`config.mk`:
```
export PLATFORM = sky130hd
export DESIGN_NAME = front_panel_status_indicator
export DESIGN_NICKNAME = d
export VERILOG_FILES = /design/src/rtl/key_sync.v /design/src/rtl/front_panel_status_indicator.v
export VERILOG_INCLUDE_DIRS = /design/src /design/src/rtl
export SDC_FILE = /design/constraint.sdc
export NUM_CORES = 1
export LEC_CHECK = 0
export ABC_AREA = 1
export BUFFER_PORTS_ARGS = -buffer_cell sky130_fd_sc_hd__buf_2
export CAP_MARGIN = 25
export CORE_AREA = 2 2 121 123
export CTS_BUF_LIST = sky130_fd_sc_hd__clkbuf_4 sky130_fd_sc_hd__clkbuf_8
export DETAILED_ROUTE_END_ITERATION = 7
export DIE_AREA = 0 0 123 125
export HOLD_SLACK_MARGIN = 0.1
export MAX_ROUTING_LAYER = met4
export PLACE_DENSITY = 0.73
export SLEW_MARGIN = 20
export SYNTH_ARGS = -nofsm -noshare
export SYNTH_HDL_FRONTEND = slang
export SYNTH_HIERARCHICAL = 1
export SYNTH_SLANG_ARGS = --single-unit
export TNS_END_PERCENT = 30
```
`constraint.sdc`:
```
create_clock -name clk_sys_i -period 10.82 [get_ports clk_sys_i]
set_clock_uncertainty 0.2 [all_clocks]
set_input_delay 1.082 -clock clk_sys_i [delete_from_list [all_inputs] [get_ports clk_sys_i]]
set_output_delay 1.082 -clock clk_sys_i [all_outputs]
set_load 0.01 [all_outputs]
```
`src/rtl/front_panel_map.vh`:
```
// What this block does
// - Lock lamp dark until reference valid
// - Lock lamp blinks while locking, steady locked
// - Fault lamp blinks amber awaiting valid reference
// - Valid reference: amber while locking, dark locked
// - Fault lamp steady amber during holdover
// - Fault lamp alternates green/red, reference absent
// - Fault lamp steady red on catastrophic fault
// - Menu key lists displays, four per page
// - Page-down key advances to next page
// - Forward key moves cursor, ENTER shows entry
// - Digit one to nine jumps to display
// - Ten idle seconds after menu: default display
// - ENTER while setting default stores it
// - Display one: day of year then time
// - Display two: date in chosen order, time
// - Display three: weekday, month, day, year, time
// - Am/pm only for local twelve-hour time
`ifndef FRONT_PANEL_MAP_VH
`define FRONT_PANEL_MAP_VH

// Timing
`define CLK_FREQ_HZ 100000000
`define IDLE_TIMEOUT_S 10
`define IDLE_CYCLES_DEF 30'h3b9aca00
`define IDLE_CNT_W 30
`define BLINK_HALF_MS 250
`define BLINK_HALF_CYCLES_DEF 26'h17d7840
`define BLINK_CNT_W 26

// Register map
`define AXI_AW 8
`define OFS_CTRL 8'h00
`define OFS_DEFAULT 8'h04
`define OFS_STATUS 8'h08
`define OFS_INT_STAT 8'h0c
`define OFS_INT_CLR 8'h10
`define OFS_INT_EN 8'h14
`define RESP_OKAY 2'h0
`define RESP_SLVERR 2'h2

// Control fields
`define CTRL_DATE_ORDER 1:0
`define CTRL_LOCAL 2
`define CTRL_TWELVE 3
`define CTRL_SET_DEF 4
`define CTRL_W 5
`define CTRL_RST 5'h00
`define DATE_MDY 2'h0
`define DATE_DMY 2'h1
`define DATE_YMD 2'h2

// Displays and menu
`define NUM_DISPLAYS 4'h9
`define DEFAULT_RST 4'h1
`define DISP_TIME 4'h1
`define DISP_DATE 4'h2
`define DISP_WEEKDAY 4'h3

// Layout codes
`define LAY_DOY_TIME 3'h0
`define LAY_MDY_TIME 3'h1
`define LAY_DMY_TIME 3'h2
`define LAY_YMD_TIME 3'h3
`define LAY_WEEKDAY_TIME 3'h4
`define LAY_OTHER 3'h5

// Interrupt bits
`define INT_W 4
`define INT_TIMEOUT 0
`define INT_CAT 1
`define INT_ABSENT 2
`define INT_DEFSET 3

// Key synchroniser lanes
`define KEY_W 9
`define KEY_CODE 3:0
`define KEY_MENU 4
`define KEY_PAGE 5
`define KEY_FWD 6
`define KEY_ENTER 7
`define KEY_DIGIT 8

`endif

```
`src/rtl/key_sync.v`:
```
`timescale 1ns/1ps
`include "front_panel_map.vh"

module key_sync (
	input wire clk_sys_i,
	input wire rst_i,
	input wire [`KEY_W-1:0] raw_i,
	output wire [`KEY_W-1:0] level_o,
	output wire [`KEY_W-1:0] rise_o
);

reg [`KEY_W-1:0] meta_r;
reg [`KEY_W-1:0] stable_r;
reg [`KEY_W-1:0] prev_r;

genvar g;
generate
	for (g = 0; g < `KEY_W; g = g + 1) begin : g_lane
		// Two flops, then a delayed copy for edges
		always @(posedge clk_sys_i or posedge rst_i) begin
			if (rst_i) begin
				meta_r[g] <= 1'b0;
				stable_r[g] <= 1'b0;
				prev_r[g] <= 1'b0;
			end else begin
				meta_r[g] <= raw_i[g];
				stable_r[g] <= meta_r[g];
				prev_r[g] <= stable_r[g];
			end
		end
		assign rise_o[g] = stable_r[g] & ~prev_r[g];
	end
endgenerate

assign level_o = stable_r;

endmodule // key_sync

```
`src/rtl/front_panel_status_indicator.v`:
```
// Chosen here: the placing of the registers and register access over AXI4-Lite.
`timescale 1ns/1ps
`include "front_panel_map.vh"

module front_panel_status_indicator #(
	parameter [`IDLE_CNT_W-1:0] IDLE_CYCLES = `IDLE_CYCLES_DEF,
	parameter [`BLINK_CNT_W-1:0] BLINK_HALF_CYCLES = `BLINK_HALF_CYCLES_DEF
) (
	input wire clk_sys_i,
	input wire rst_i,
	// Instrument conditions, same clock
	input wire ref_valid_i,
	input wire osc_locked_i,
	input wire holdover_i,
	input wire ref_absent_i,
	input wire cat_fault_i,
	// Keypad pins
	input wire key_menu_i,
	input wire key_page_i,
	input wire key_fwd_i,
	input wire key_enter_i,
	input wire key_digit_i,
	input wire [3:0] key_code_i,
	// Lamps
	output reg lock_led_o,
	output reg fault_red_o,
	output reg fault_green_o,
	// Display control
	output reg menu_active_o,
	output reg [1:0] page_o,
	output reg [1:0] cursor_o,
	output reg [3:0] disp_sel_o,
	output reg [2:0] layout_o,
	output reg ampm_o,
	output reg irq_o,
	// AXI4-Lite slave
	input wire [`AXI_AW-1:0] s_axi_awaddr_i,
	input wire s_axi_awvalid_i,
	output reg s_axi_awready_o,
	input wire [31:0] s_axi_wdata_i,
	input wire [3:0] s_axi_wstrb_i,
	input wire s_axi_wvalid_i,
	output reg s_axi_wready_o,
	output reg [1:0] s_axi_bresp_o,
	output reg s_axi_bvalid_o,
	input wire s_axi_bready_i,
	input wire [`AXI_AW-1:0] s_axi_araddr_i,
	input wire s_axi_arvalid_i,
	output reg s_axi_arready_o,
	output reg [31:0] s_axi_rdata_o,
	output reg [1:0] s_axi_rresp_o,
	output reg s_axi_rvalid_o,
	input wire s_axi_rready_i
);

localparam S_DISPLAY = 1'b0;
localparam S_MENU = 1'b1;

////////////////////////////////////////////////////////////////////////////
// Keypad synchronisation

wire [`KEY_W-1:0] key_level;
wire [`KEY_W-1:0] key_rise;
wire [3:0] digit_code;
wire any_key;

key_sync u_key_sync (
	.clk_sys_i(clk_sys_i),
	.rst_i(rst_i),
	.raw_i({key_digit_i, key_enter_i, key_fwd_i, key_page_i, key_menu_i,
		key_code_i}),
	.level_o(key_level),
	.rise_o(key_rise)
);

// Code is held stable while its strobe is up
assign digit_code = key_level[`KEY_CODE];
assign any_key = |key_rise[`KEY_W-1:`KEY_MENU];

////////////////////////////////////////////////////////////////////////////
// Register state

reg [`CTRL_W-1:0] ctrl_r;
reg [3:0] default_r;
reg [3:0] default_nxt;
reg [`INT_W-1:0] int_stat_r;
reg [`INT_W-1:0] int_en_r;
reg [`INT_W-1:0] int_ev;
reg [`INT_W-1:0] int_clr;
reg cat_prev_r;
reg absent_prev_r;

wire wr_fire;
wire rd_fire;
wire wr_lane0;
reg [31:0] rdata_nxt;
reg rd_hit;
reg wr_hit;

////////////////////////////////////////////////////////////////////////////
// Blink phase, shared by every flashing lamp

reg [`BLINK_CNT_W-1:0] blink_cnt_r;
reg blink_r;

// Toggles phase every half period
always @(posedge clk_sys_i or posedge rst_i) begin
	if (rst_i) begin
		blink_cnt_r <= {`BLINK_CNT_W{1'b0}};
		blink_r <= 1'b0;
	end else if (blink_cnt_r == BLINK_HALF_CYCLES - 1'b1) begin
		blink_cnt_r <= {`BLINK_CNT_W{1'b0}};
		blink_r <= ~blink_r;
	end else begin
		blink_cnt_r <= blink_cnt_r + 1'b1;
	end
end

////////////////////////////////////////////////////////////////////////////
// Lamp drive

reg lock_nxt;
reg red_nxt;
reg green_nxt;

// Priority: fault, absent, holdover, acquisition
always @* begin
	if (!ref_valid_i)
		lock_nxt = 1'b0;
	else if (!osc_locked_i)
		lock_nxt = blink_r;
	else
		lock_nxt = 1'b1;
	if (cat_fault_i) begin
		red_nxt = 1'b1;
		green_nxt = 1'b0;
	end else if (ref_absent_i) begin
		red_nxt = blink_r;
		green_nxt = ~blink_r;
	end else if (holdover_i) begin
		red_nxt = 1'b1;
		green_nxt = 1'b1;
	end else if (!ref_valid_i) begin
		red_nxt = blink_r;
		green_nxt = blink_r;
	end else if (!osc_locked_i) begin
		red_nxt = 1'b1;
		green_nxt = 1'b1;
	end else begin
		red_nxt = 1'b0;
		green_nxt = 1'b0;
	end
end

// Lamp outputs from flops
always @(posedge clk_sys_i or posedge rst_i) begin
	if (rst_i) begin
		lock_led_o <= 1'b0;
		fault_red_o <= 1'b0;
		fault_green_o <= 1'b0;
	end else begin
		lock_led_o <= lock_nxt;
		fault_red_o <= red_nxt;
		fault_green_o <= green_nxt;
	end
end

////////////////////////////////////////////////////////////////////////////
// Menu and display selection

reg state_r;
reg [1:0] page_r;
reg [1:0] cursor_r;
reg [3:0] disp_r;
reg [`IDLE_CNT_W-1:0] idle_cnt_r;
wire [1:0] page_inc;
wire [1:0] cursor_inc;
wire [3:0] entry;
wire idle_done;
wire digit_ok;

assign page_inc = page_r + 2'h1;
assign cursor_inc = cursor_r + 2'h1;
assign entry = {page_r, cursor_r} + 4'h1;
assign idle_done = (state_r == S_MENU) &&
	(idle_cnt_r == IDLE_CYCLES - 1'b1);
assign digit_ok = key_rise[`KEY_DIGIT] && (digit_code != 4'h0) &&
	(digit_code <= `NUM_DISPLAYS);

// Menu walk, shortcuts and idle return
always @(posedge clk_sys_i or posedge rst_i) begin
	if (rst_i) begin
		state_r <= S_DISPLAY;
		page_r <= 2'h0;
		cursor_r <= 2'h0;
		disp_r <= `DEFAULT_RST;
		idle_cnt_r <= {`IDLE_CNT_W{1'b0}};
	end else begin
		if (any_key || state_r == S_DISPLAY)
			idle_cnt_r <= {`IDLE_CNT_W{1'b0}};
		else
			idle_cnt_r <= idle_cnt_r + 1'b1;
		if (key_rise[`KEY_MENU]) begin
			state_r <= S_MENU;
			page_r <= 2'h0;
			cursor_r <= 2'h0;
		end else if (digit_ok) begin
			state_r <= S_DISPLAY;
			disp_r <= digit_code;
		end else begin
			case (state_r)
			S_MENU: begin
				if (key_rise[`KEY_PAGE]) begin
					cursor_r <= 2'h0;
					if ({page_inc, 2'h0} >= `NUM_DISPLAYS)
						page_r <= 2'h0;
					else
						page_r <= page_inc;
				end else if (key_rise[`KEY_FWD]) begin
					if ({page_r, cursor_inc} >= `NUM_DISPLAYS ||
						cursor_inc == 2'h0)
						cursor_r <= 2'h0;
					else
						cursor_r <= cursor_inc;
				end else if (key_rise[`KEY_ENTER]) begin
					state_r <= S_DISPLAY;
					disp_r <= entry;
				end else if (idle_done) begin
					state_r <= S_DISPLAY;
					disp_r <= default_r;
				end
			end
			default: begin
				state_r <= S_DISPLAY;
			end
			endcase
		end
	end
end

// Display outputs and layout
always @(posedge clk_sys_i or posedge rst_i) begin
	if (rst_i) begin
		menu_active_o <= 1'b0;
		page_o <= 2'h0;
		cursor_o <= 2'h0;
		disp_sel_o <= `DEFAULT_RST;
		layout_o <= `LAY_DOY_TIME;
		ampm_o <= 1'b0;
	end else begin
		menu_active_o <= state_r;
		page_o <= page_r;
		cursor_o <= cursor_r;
		disp_sel_o <= disp_r;
		ampm_o <= ctrl_r[`CTRL_LOCAL] & ctrl_r[`CTRL_TWELVE];
		if (disp_r == `DISP_TIME)
			layout_o <= `LAY_DOY_TIME;
		else if (disp_r == `DISP_WEEKDAY)
			layout_o <= `LAY_WEEKDAY_TIME;
		else if (disp_r != `DISP_DATE)
			layout_o <= `LAY_OTHER;
		else if (ctrl_r[`CTRL_DATE_ORDER] == `DATE_DMY)
			layout_o <= `LAY_DMY_TIME;
		else if (ctrl_r[`CTRL_DATE_ORDER] == `DATE_YMD)
			layout_o <= `LAY_YMD_TIME;
		else
			layout_o <= `LAY_MDY_TIME;
	end
end

////////////////////////////////////////////////////////////////////////////
// AXI4-Lite handshakes

assign wr_fire = s_axi_awvalid_i & s_axi_awready_o &
	s_axi_wvalid_i & s_axi_wready_o;
assign rd_fire = s_axi_arvalid_i & s_axi_arready_o;
assign wr_lane0 = wr_fire & s_axi_wstrb_i[0];

// Address and data taken together, one write at a time
always @(posedge clk_sys_i or posedge rst_i) begin
	if (rst_i) begin
		s_axi_awready_o <= 1'b0;
		s_axi_wready_o <= 1'b0;
		s_axi_bvalid_o <= 1'b0;
		s_axi_bresp_o <= `RESP_OKAY;
		s_axi_arready_o <= 1'b0;
		s_axi_rvalid_o <= 1'b0;
		s_axi_rresp_o <= `RESP_OKAY;
		s_axi_rdata_o <= 32'h0;
	end else begin
		s_axi_awready_o <= s_axi_awvalid_i & s_axi_wvalid_i &
			~s_axi_awready_o & ~s_axi_bvalid_o;
		s_axi_wready_o <= s_axi_awvalid_i & s_axi_wvalid_i &
			~s_axi_awready_o & ~s_axi_bvalid_o;
		if (wr_fire) begin
			s_axi_bvalid_o <= 1'b1;
			s_axi_bresp_o <= wr_hit ? `RESP_OKAY : `RESP_SLVERR;
		end else if (s_axi_bready_i) begin
			s_axi_bvalid_o <= 1'b0;
		end
		s_axi_arready_o <= s_axi_arvalid_i & ~s_axi_arready_o &
			~s_axi_rvalid_o;
		if (rd_fire) begin
			s_axi_rvalid_o <= 1'b1;
			s_axi_rdata_o <= rdata_nxt;
			s_axi_rresp_o <= rd_hit ? `RESP_OKAY : `RESP_SLVERR;
		end else if (s_axi_rready_i) begin
			s_axi_rvalid_o <= 1'b0;
		end
	end
end

// Write decode
always @* begin
	wr_hit = 1'b1;
	int_clr = {`INT_W{1'b0}};
	default_nxt = default_r;
	case (s_axi_awaddr_i)
	`OFS_CTRL, `OFS_INT_EN: wr_hit = 1'b1;
	`OFS_DEFAULT: begin
		if (wr_lane0 && s_axi_wdata_i[3:0] != 4'h0 &&
			s_axi_wdata_i[3:0] <= `NUM_DISPLAYS)
			default_nxt = s_axi_wdata_i[3:0];
	end
	`OFS_INT_CLR: begin
		if (wr_lane0)
			int_clr = s_axi_wdata_i[`INT_W-1:0];
	end
	default: wr_hit = 1'b0;
	endcase
	// Operator choice beats a same-cycle bus write
	if (state_r == S_MENU && key_rise[`KEY_ENTER] &&
		!key_rise[`KEY_MENU] && !digit_ok && ctrl_r[`CTRL_SET_DEF])
		default_nxt = entry;
end

// Read decode
always @* begin
	rd_hit = 1'b1;
	rdata_nxt = 32'h0;
	case (s_axi_araddr_i)
	`OFS_CTRL: rdata_nxt[`CTRL_W-1:0] = ctrl_r;
	`OFS_DEFAULT: rdata_nxt[3:0] = default_r;
	`OFS_STATUS: rdata_nxt[11:0] = {fault_green_o, fault_red_o,
		lock_led_o, cursor_r, page_r, state_r, disp_r};
	`OFS_INT_STAT: rdata_nxt[`INT_W-1:0] = int_stat_r;
	`OFS_INT_EN: rdata_nxt[`INT_W-1:0] = int_en_r;
	`OFS_INT_CLR: rdata_nxt = 32'h0;
	default: rd_hit = 1'b0;
	endcase
end

// Control, default and enable registers
always @(posedge clk_sys_i or posedge rst_i) begin
	if (rst_i) begin
		ctrl_r <= `CTRL_RST;
		default_r <= `DEFAULT_RST;
		int_en_r <= {`INT_W{1'b0}};
	end else begin
		default_r <= default_nxt;
		if (wr_lane0 && s_axi_awaddr_i == `OFS_CTRL)
			ctrl_r <= s_axi_wdata_i[`CTRL_W-1:0];
		if (wr_lane0 && s_axi_awaddr_i == `OFS_INT_EN)
			int_en_r <= s_axi_wdata_i[`INT_W-1:0];
	end
end

////////////////////////////////////////////////////////////////////////////
// Interrupts

// Event sources
always @* begin
	int_ev = {`INT_W{1'b0}};
	int_ev[`INT_TIMEOUT] = idle_done & ~digit_ok &
		~|key_rise[`KEY_ENTER:`KEY_MENU];
	int_ev[`INT_CAT] = cat_fault_i & ~cat_prev_r;
	int_ev[`INT_ABSENT] = ref_absent_i & ~absent_prev_r;
	int_ev[`INT_DEFSET] = (default_nxt != default_r);
end

genvar b;
generate
	for (b = 0; b < `INT_W; b = b + 1) begin : g_int
		// Sticky bit, set beats clear
		always @(posedge clk_sys_i or posedge rst_i) begin
			if (rst_i)
				int_stat_r[b] <= 1'b0;
			else
				int_stat_r[b] <= int_ev[b] | (int_stat_r[b] & ~int_clr[b]);
		end
	end
endgenerate

// Edge history and interrupt output
always @(posedge clk_sys_i or posedge rst_i) begin
	if (rst_i) begin
		cat_prev_r <= 1'b0;
		absent_prev_r <= 1'b0;
		irq_o <= 1'b0;
	end else begin
		cat_prev_r <= cat_fault_i;
		absent_prev_r <= ref_absent_i;
		irq_o <= |((int_ev | (int_stat_r & ~int_clr)) & int_en_r);
	end
end

endmodule // front_panel_status_indicator

```
==> results of run 1 <==
[per-stage QoR]
| stage | cell area (µm²) | utilization | hold slack [ns] |
|---|---|---|---|
| 2_1_floorplan | 7019 | - | 0.1312 |
| 3_3_place_gp | 7456 | 0.5249 | 0.1338 |
| 3_5_place_dp | 7456 | 0.5249 | 0.1347 |
| 4_1_cts | 7885 | 0.5551 | 0.1529 |
| 5_1_grt | 7891 | 0.5556 | 0.1647 |
| 6_report | 7891 | 0.5556 | 0.1518 |
[final cells by class]
class,count,share of cell area
Clock inverter,15,0.02473
Multi-Input combinational cell,548,0.3523
Inverter,123,0.05882
Tap cell,184,0.02917
Timing Repair Buffer,80,0.05137
Clock buffer,17,0.02965
Sequential cell,143,0.4539
[metal layers]
metal	track usage	part of all wire
met1	0.2959	0.46
met2	0.3074	0.46
met3	0.04197	0.062
met4	0.07286	0.016
met5	-	0
[worst min path at each step]
stage / slack [ns] / to / cells after the start
after CTS: 0.15 / u_key_sync/level_o[6] / 0
after global routing: 0.16 / u_key_sync/level_o[3] / 0
after detailed placement: 0.13 / u_key_sync/level_o[2] / 0
final: 0.15 / u_key_sync/level_o[6] / 0
after floorplan: 0.13 / u_key_sync/level_o[0] / 0
after global placement: 0.13 / u_key_sync/level_o[7] / 0
[cell usage in the layout (no fill, tap or decap), types with 3 or more instances in the layout]
master       n
o31ai_1      4
xor2_1      17
bufinv_16    3
ha_1         5
a211oi_1     4
buf_2       78
nand4_1     16
or2_2        3
dfstp_2      3
nand2_1    151
conb_1      22
clkbuf_8    17
nor3_4       3
o21a_1       7
nor4_1      14
o22ai_1      5
a31oi_1      6
nor3b_1      5
nor2_1      92
nor3_2       3
nor2_4       4
nor2_2       9
inv_1      121
dfrtp_1    140
inv_6        6
nor3_1      23
nand2_2      6
a21oi_1     28
o21ai_0     52
nand3_1     53
[sequential cells by signal, indices dropped and copies added (netlist names), 5 cells and up]
register / cells
u_key_sync/meta_r: 9
u_key_sync/prev_r: 5
u_key_sync/level_o: 9
blink_cnt_r: 26
ctrl_r: 5
s_axi_rdata_o: 12
idle_cnt_r: 30
[where the power goes]
| group | internal, mW | switching [mW] | total (mW) |
|---|---|---|---|
| Clock | 0.236 | 0.223 | 0.458 |
| Combinational | 0.0666 | 0.124 | 0.190 |
| Sequential | 0.587 | 0.0357 | 0.622 |
==> impl_metrics.json, run 1 <==
{
  "rsz0062_at_grt": "false",
  "route.final.wire_length_um": 14760,
  "fp.dieW_um": 123,
  "worstPathCellList": "buf_2 -> nor2_1 -> nand2_1 -> nor2_1 -> nand2_1 -> nand2_1 -> nand3_1 -> nand3_1 -> nand3_1 -> nor2_1 -> nand2_1 -> nand2_1 -> nand2_1",
  "instances_no_fill": 1110,
  "antenna_left": 0,
  "crit_family": "simple AND/OR/NAND/NOR gates",
  "fmax_mhz": 387.1,
  "reg2reg_to": "blink_cnt_r[16]",
  "drcViolationCount": 0,
  "worstHoldStart": "u_key_sync/meta_r[6]",
  "antenna_cells": 0,
  "drt-initial-drc-count": 429,
  "worst_ep_arrival_time_ns": 2.73,
  "worst-path-buf-inv": 1,
  "rrSetupSlack_ns": 8.35,
  "slew_headroom": 0.4194,
  "setup_tns_ns": 0,
  "fin_crit_sh": 0.2388,
  "p_per_area_mw_per_mm2": 161.1,
  "path_common_cell": "nand2_1",
  "cp-startpoint": "s_axi_awaddr_i[7]",
  "htreeDepth": 4,
  "drt_pass1_iterations": 5,
  "power_mw": 1.271,
  "antenna_found_initial": 0,
  "worstSetupEndpointType": "flop",
  "cp_max_fo": 7,
  "reg2reg_depth": 8,
  "die_area_mm2": 0.01538,
  "avgSynthCellArea_um2": 8.433,
  "irDropWorstVdd_uv": 79.65,
  "slowest_stage": "nor2_1",
  "register_area_mm2": 0.003582,
  "yosysWarnings": 6,
  "dp.cells": 1078,
  "area_growth_pct": 13.70,
  "tightest_slew_ns": 0.8630,
  "die_height_um": 125,
  "post_drt_wl_per_cell_um": 13.30,
  "cts_tree": "built",
  "maxCapViolCount": 0,
  "path_depth": 13,
  "io_pins": 131,
  "outcome": "finished clean",
  "vias": 5644,
  "fin_ws_ns": 8.237,
  "place_ws_ns": 7.796,
  "final-max-slew-violation-count": 0,
  "rows": 44,
  "cts_resized": 0,
  "cpPeakStageDelay_ns": 0.36,
  "post_cts_buffers": 0,
  "first_global_vias": 5276,
  "coreArea_mm2": 0.01420,
  "dp_hpwl_um": 11020,
  "min_period_ns": 2.583,
  "track_usage": 0.2112,
  "hold_viol": 0,
  "multi_input_area_mm2": 0.002780,
  "fillCellCount": 1328,
  "crit_required_ns": 10.97,
  "fin_nets": 991,
  "grt_overflow": 0,
  "port-buffer-count": 78,
  "drive_gt1_frac": 0.1609,
  "gp_congestion": 0.9629,
  "hold_buffers": 0,
  "crit_path_end": "irq_o",
  "path_clk_slew_ns": 0.09,
  "clkLatencyLatePin_ns": 0.45,
  "crit_type": "input port to flop",
  "synth_cells": 823,
  "grt_max_degree": 66,
  "hold_path.class": "flop to flop",
  "initial_utilization": 0.4886,
  "clock-root-buffer": "clkbuf_8",
  "timing.rr.start": "blink_cnt_r[0]",
  "startpoint_type": "input port",
  "cts_buffers": 17,
  "viasPerCell": 5.085,
  "finalSetupViolCount": 0,
  "leakagePower_nw": 3.782,
  "clock_path_buffers": 2,
  "syn_area_mm2": 0.006940,
  "cts_sinks": 143,
  "grt_pass1_wl_um": 25050
}
(Power assumes the default switching activity.)
==> run 2: changes to the inputs <==
==> constraint.sdc (replaced) <==
create_clock -name clk_sys_i -period 2.7 [get_ports clk_sys_i]
set_clock_uncertainty 0.2 [all_clocks]
set_input_delay 0.27 -clock clk_sys_i [delete_from_list [all_inputs] [get_ports clk_sys_i]]
set_output_delay 0.27 -clock clk_sys_i [all_outputs]
set_load 0.01 [all_outputs]
==> impl_metrics.json, run 2 (synthesized netlist as in run 1, its figures left out) <==
{
  "leakagePower_nw": 3.989,
  "area_growth_pct": 20.35,
  "antenna_found_initial": 0,
  "register_area_mm2": 0.003582,
  "maxCapViolCount": 0,
  "fin_ws_ns": 0.1221,
  "finalInstanceArea_mm2": 0.008353,
  "rrSetupSlack_ns": 0.33,
  "route.final.wire_length_um": 15560,
  "clock_path_buffers": 2,
  "antenna_cells": 0,
  "whs_ns": 0.1490,
  "setup_tns_ns": 0,
  "power_switching_mw": 1.478,
  "largest_reg_flops": 30,
  "cts_sinks": 143,
  "dp_hpwl_um": 10900,
  "clock-root-buffer": "clkbuf_8",
  "path_clk_slew_ns": 0.08,
  "finalSetupViolCount": 0,
  "hold_viol": 0,
  "timing.rr.start": "blink_cnt_r[0]",
  "whs_path_depth": 0,
  "tightest_slew_ns": 0.8105,
  "top_regs": "idle_cnt_r x30, blink_cnt_r x26, s_axi_rdata_o x12",
  "post_cts_buffers": 0,
  "cts_tree": "built",
  "place_ws_ns": 0.3940,
  "fp.dieW_um": 123,
  "first_global_vias": 5555,
  "seq_power_share": 0.488,
  "port-buffer-count": 78,
  "clkLatencyLatePin_ns": 0.45,
  "instances_no_fill": 1156,
  "fmax_mhz": 387.9,
  "worstHoldStart": "u_key_sync/meta_r[0]",
  "reg2reg_depth": 10,
  "slew_headroom": 0.4591,
  "drcViolationCount": 0,
  "cp_max_fo": 4,
  "htreeDepth": 4,
  "hold_buffers": 40,
  "fin_nets": 1038,
  "min_period_ns": 2.578,
  "rows": 44,
  "rsz0062_at_grt": "false",
  "crit_required_ns": 2.87,
  "antenna_left": 0,
  "cts_resized": 0,
  "outcome": "finished clean",
  "drt_pass1_iterations": 5,
  "hold_path.class": "flop to flop",
  "final-max-slew-violation-count": 0,
  "track_usage": 0.2227,
  "clkPwrFrac": 0.352,
  "p_int_mw": 3.633,
  "coreArea_mm2": 0.01420,
  "vias": 5857,
  "reg2reg_to": "blink_cnt_r[22]",
  "io_pins": 131,
  "crit_type": "input port to flop",
  "irDropWorstVdd_uv": 295.8,
  "combPwrFrac": 0.160,
  "fin_crit_sh": 0.9548,
  "top_register": "idle_cnt_r",
  "fillCellCount": 1250,
  "drive_gt1_frac": 0.1584,
  "multi_input_area_mm2": 0.002774,
  "layout_commonest_cell": "nand2_1",
  "grt_pass1_wl_um": 26240,
  "worst_ep_arrival_time_ns": 2.75,
  "placed_area_mm2": 0.007535,
  "viasPerCell": 5.067,
  "swShare": 0.2891,
  "grt_max_degree": 59,
  "startpoint_type": "input port",
  "die_height_um": 125,
  "worstSetupEndpointType": "flop",
  "cts_buffers": 17,
  "holdPathEnd": "u_key_sync/level_o[0]",
  "drt-initial-drc-count": 505,
  "grt_overflow": 0,
  "initial_utilization": 0.4886,
  "dp.cells": 1085,
  "final_cell_mix": "nand2_1 (151), dfrtp_1 (140), inv_1 (121), nor2_1 (92), buf_2 (78)",
  "p_per_area_mw_per_mm2": 611.9,
  "gp_congestion": 0.8874,
  "die_area_mm2": 0.01538,
  "post_drt_wl_per_cell_um": 13.46
}
[run 2: changes by cell type in the layout (fill, tap and decap cells not counted), sizes merged]
cell | previous run | this run
clkbuf | 17 | 19
buf | 80 | 87
clkinvlp | 1 | 2
clkinv | 4 | 5
dlygate4sd3 | 0 | 40
inv | 130 | 125
[run 2: layout make-up]
type                    instances  share of cell area
flip-flops and latches        143              0.4289
multi-input cells             548              0.3321
repair buffers                127              0.1058
inverters                     123             0.05572
clock buffers                  19             0.03131
well taps                     184             0.02756
clock inverters                12             0.01872
[run 2: worst max path at each step]
stage / startpoint / end / slack [ns] / cells after the start
2_1_floorplan: blink_cnt_r[0] / blink_cnt_r[20] / 0.65 / 10
3_3_place_gp: blink_cnt_r[0] / blink_cnt_r[22] / 0.43 / 10
3_5_place_dp: blink_cnt_r[0] / blink_cnt_r[22] / 0.39 / 10
4_1_cts: s_axi_araddr_i[3] / s_axi_rdata_o[3] / 0.20 / 8
5_1_grt: s_axi_araddr_i[3] / s_axi_rdata_o[3] / 0.04 / 8
6_report: s_axi_araddr_i[3] / s_axi_rdata_o[3] / 0.12 / 8
[run 2: power by group through the flow]
stage	clock, mW	sequential, mW	combinational (mW)
finish	1.80	2.49	0.820
global route	1.93	2.52	0.948
CTS	1.83	2.49	0.820
detailed placement	0	2.53	0.768
global placement	0	2.53	0.759
floorplan	0	2.55	0.471
[run 2: layer usage]
layer | GRT usage | share of wire | wire length [µm] | vias to the layer above
met5 | - | 0 | 0 | -
met4 | 0.09158 | 0.026 | 405 | 0
met3 | 0.04151 | 0.056 | 868 | 32
met2 | 0.3295 | 0.46 | 7215 | 178
met1 | 0.3027 | 0.45 | 7071 | 2746
li1 | - | - | - | 2901
[run 2: worst max-delay path, cell delays in order]
cell	delay, ns
dlygate4sd3_1	0.53
buf_2	0.14
inv_1	0.08
nor4_1	0.31
dlygate4sd3_1	0.60
nand3_1	0.07
dlygate4sd3_1	0.59
a31oi_1	0.17
[run 2: stage by stage]
stage / power [mW] / utilization
4_1_cts: 5.143 / 0.5881
3_3_place_gp: 3.285 / 0.5305
5_1_grt: 5.392 / 0.5881
2_1_floorplan: 3.022 / -
3_5_place_dp: 3.302 / 0.5305
6_report: 5.111 / 0.5881
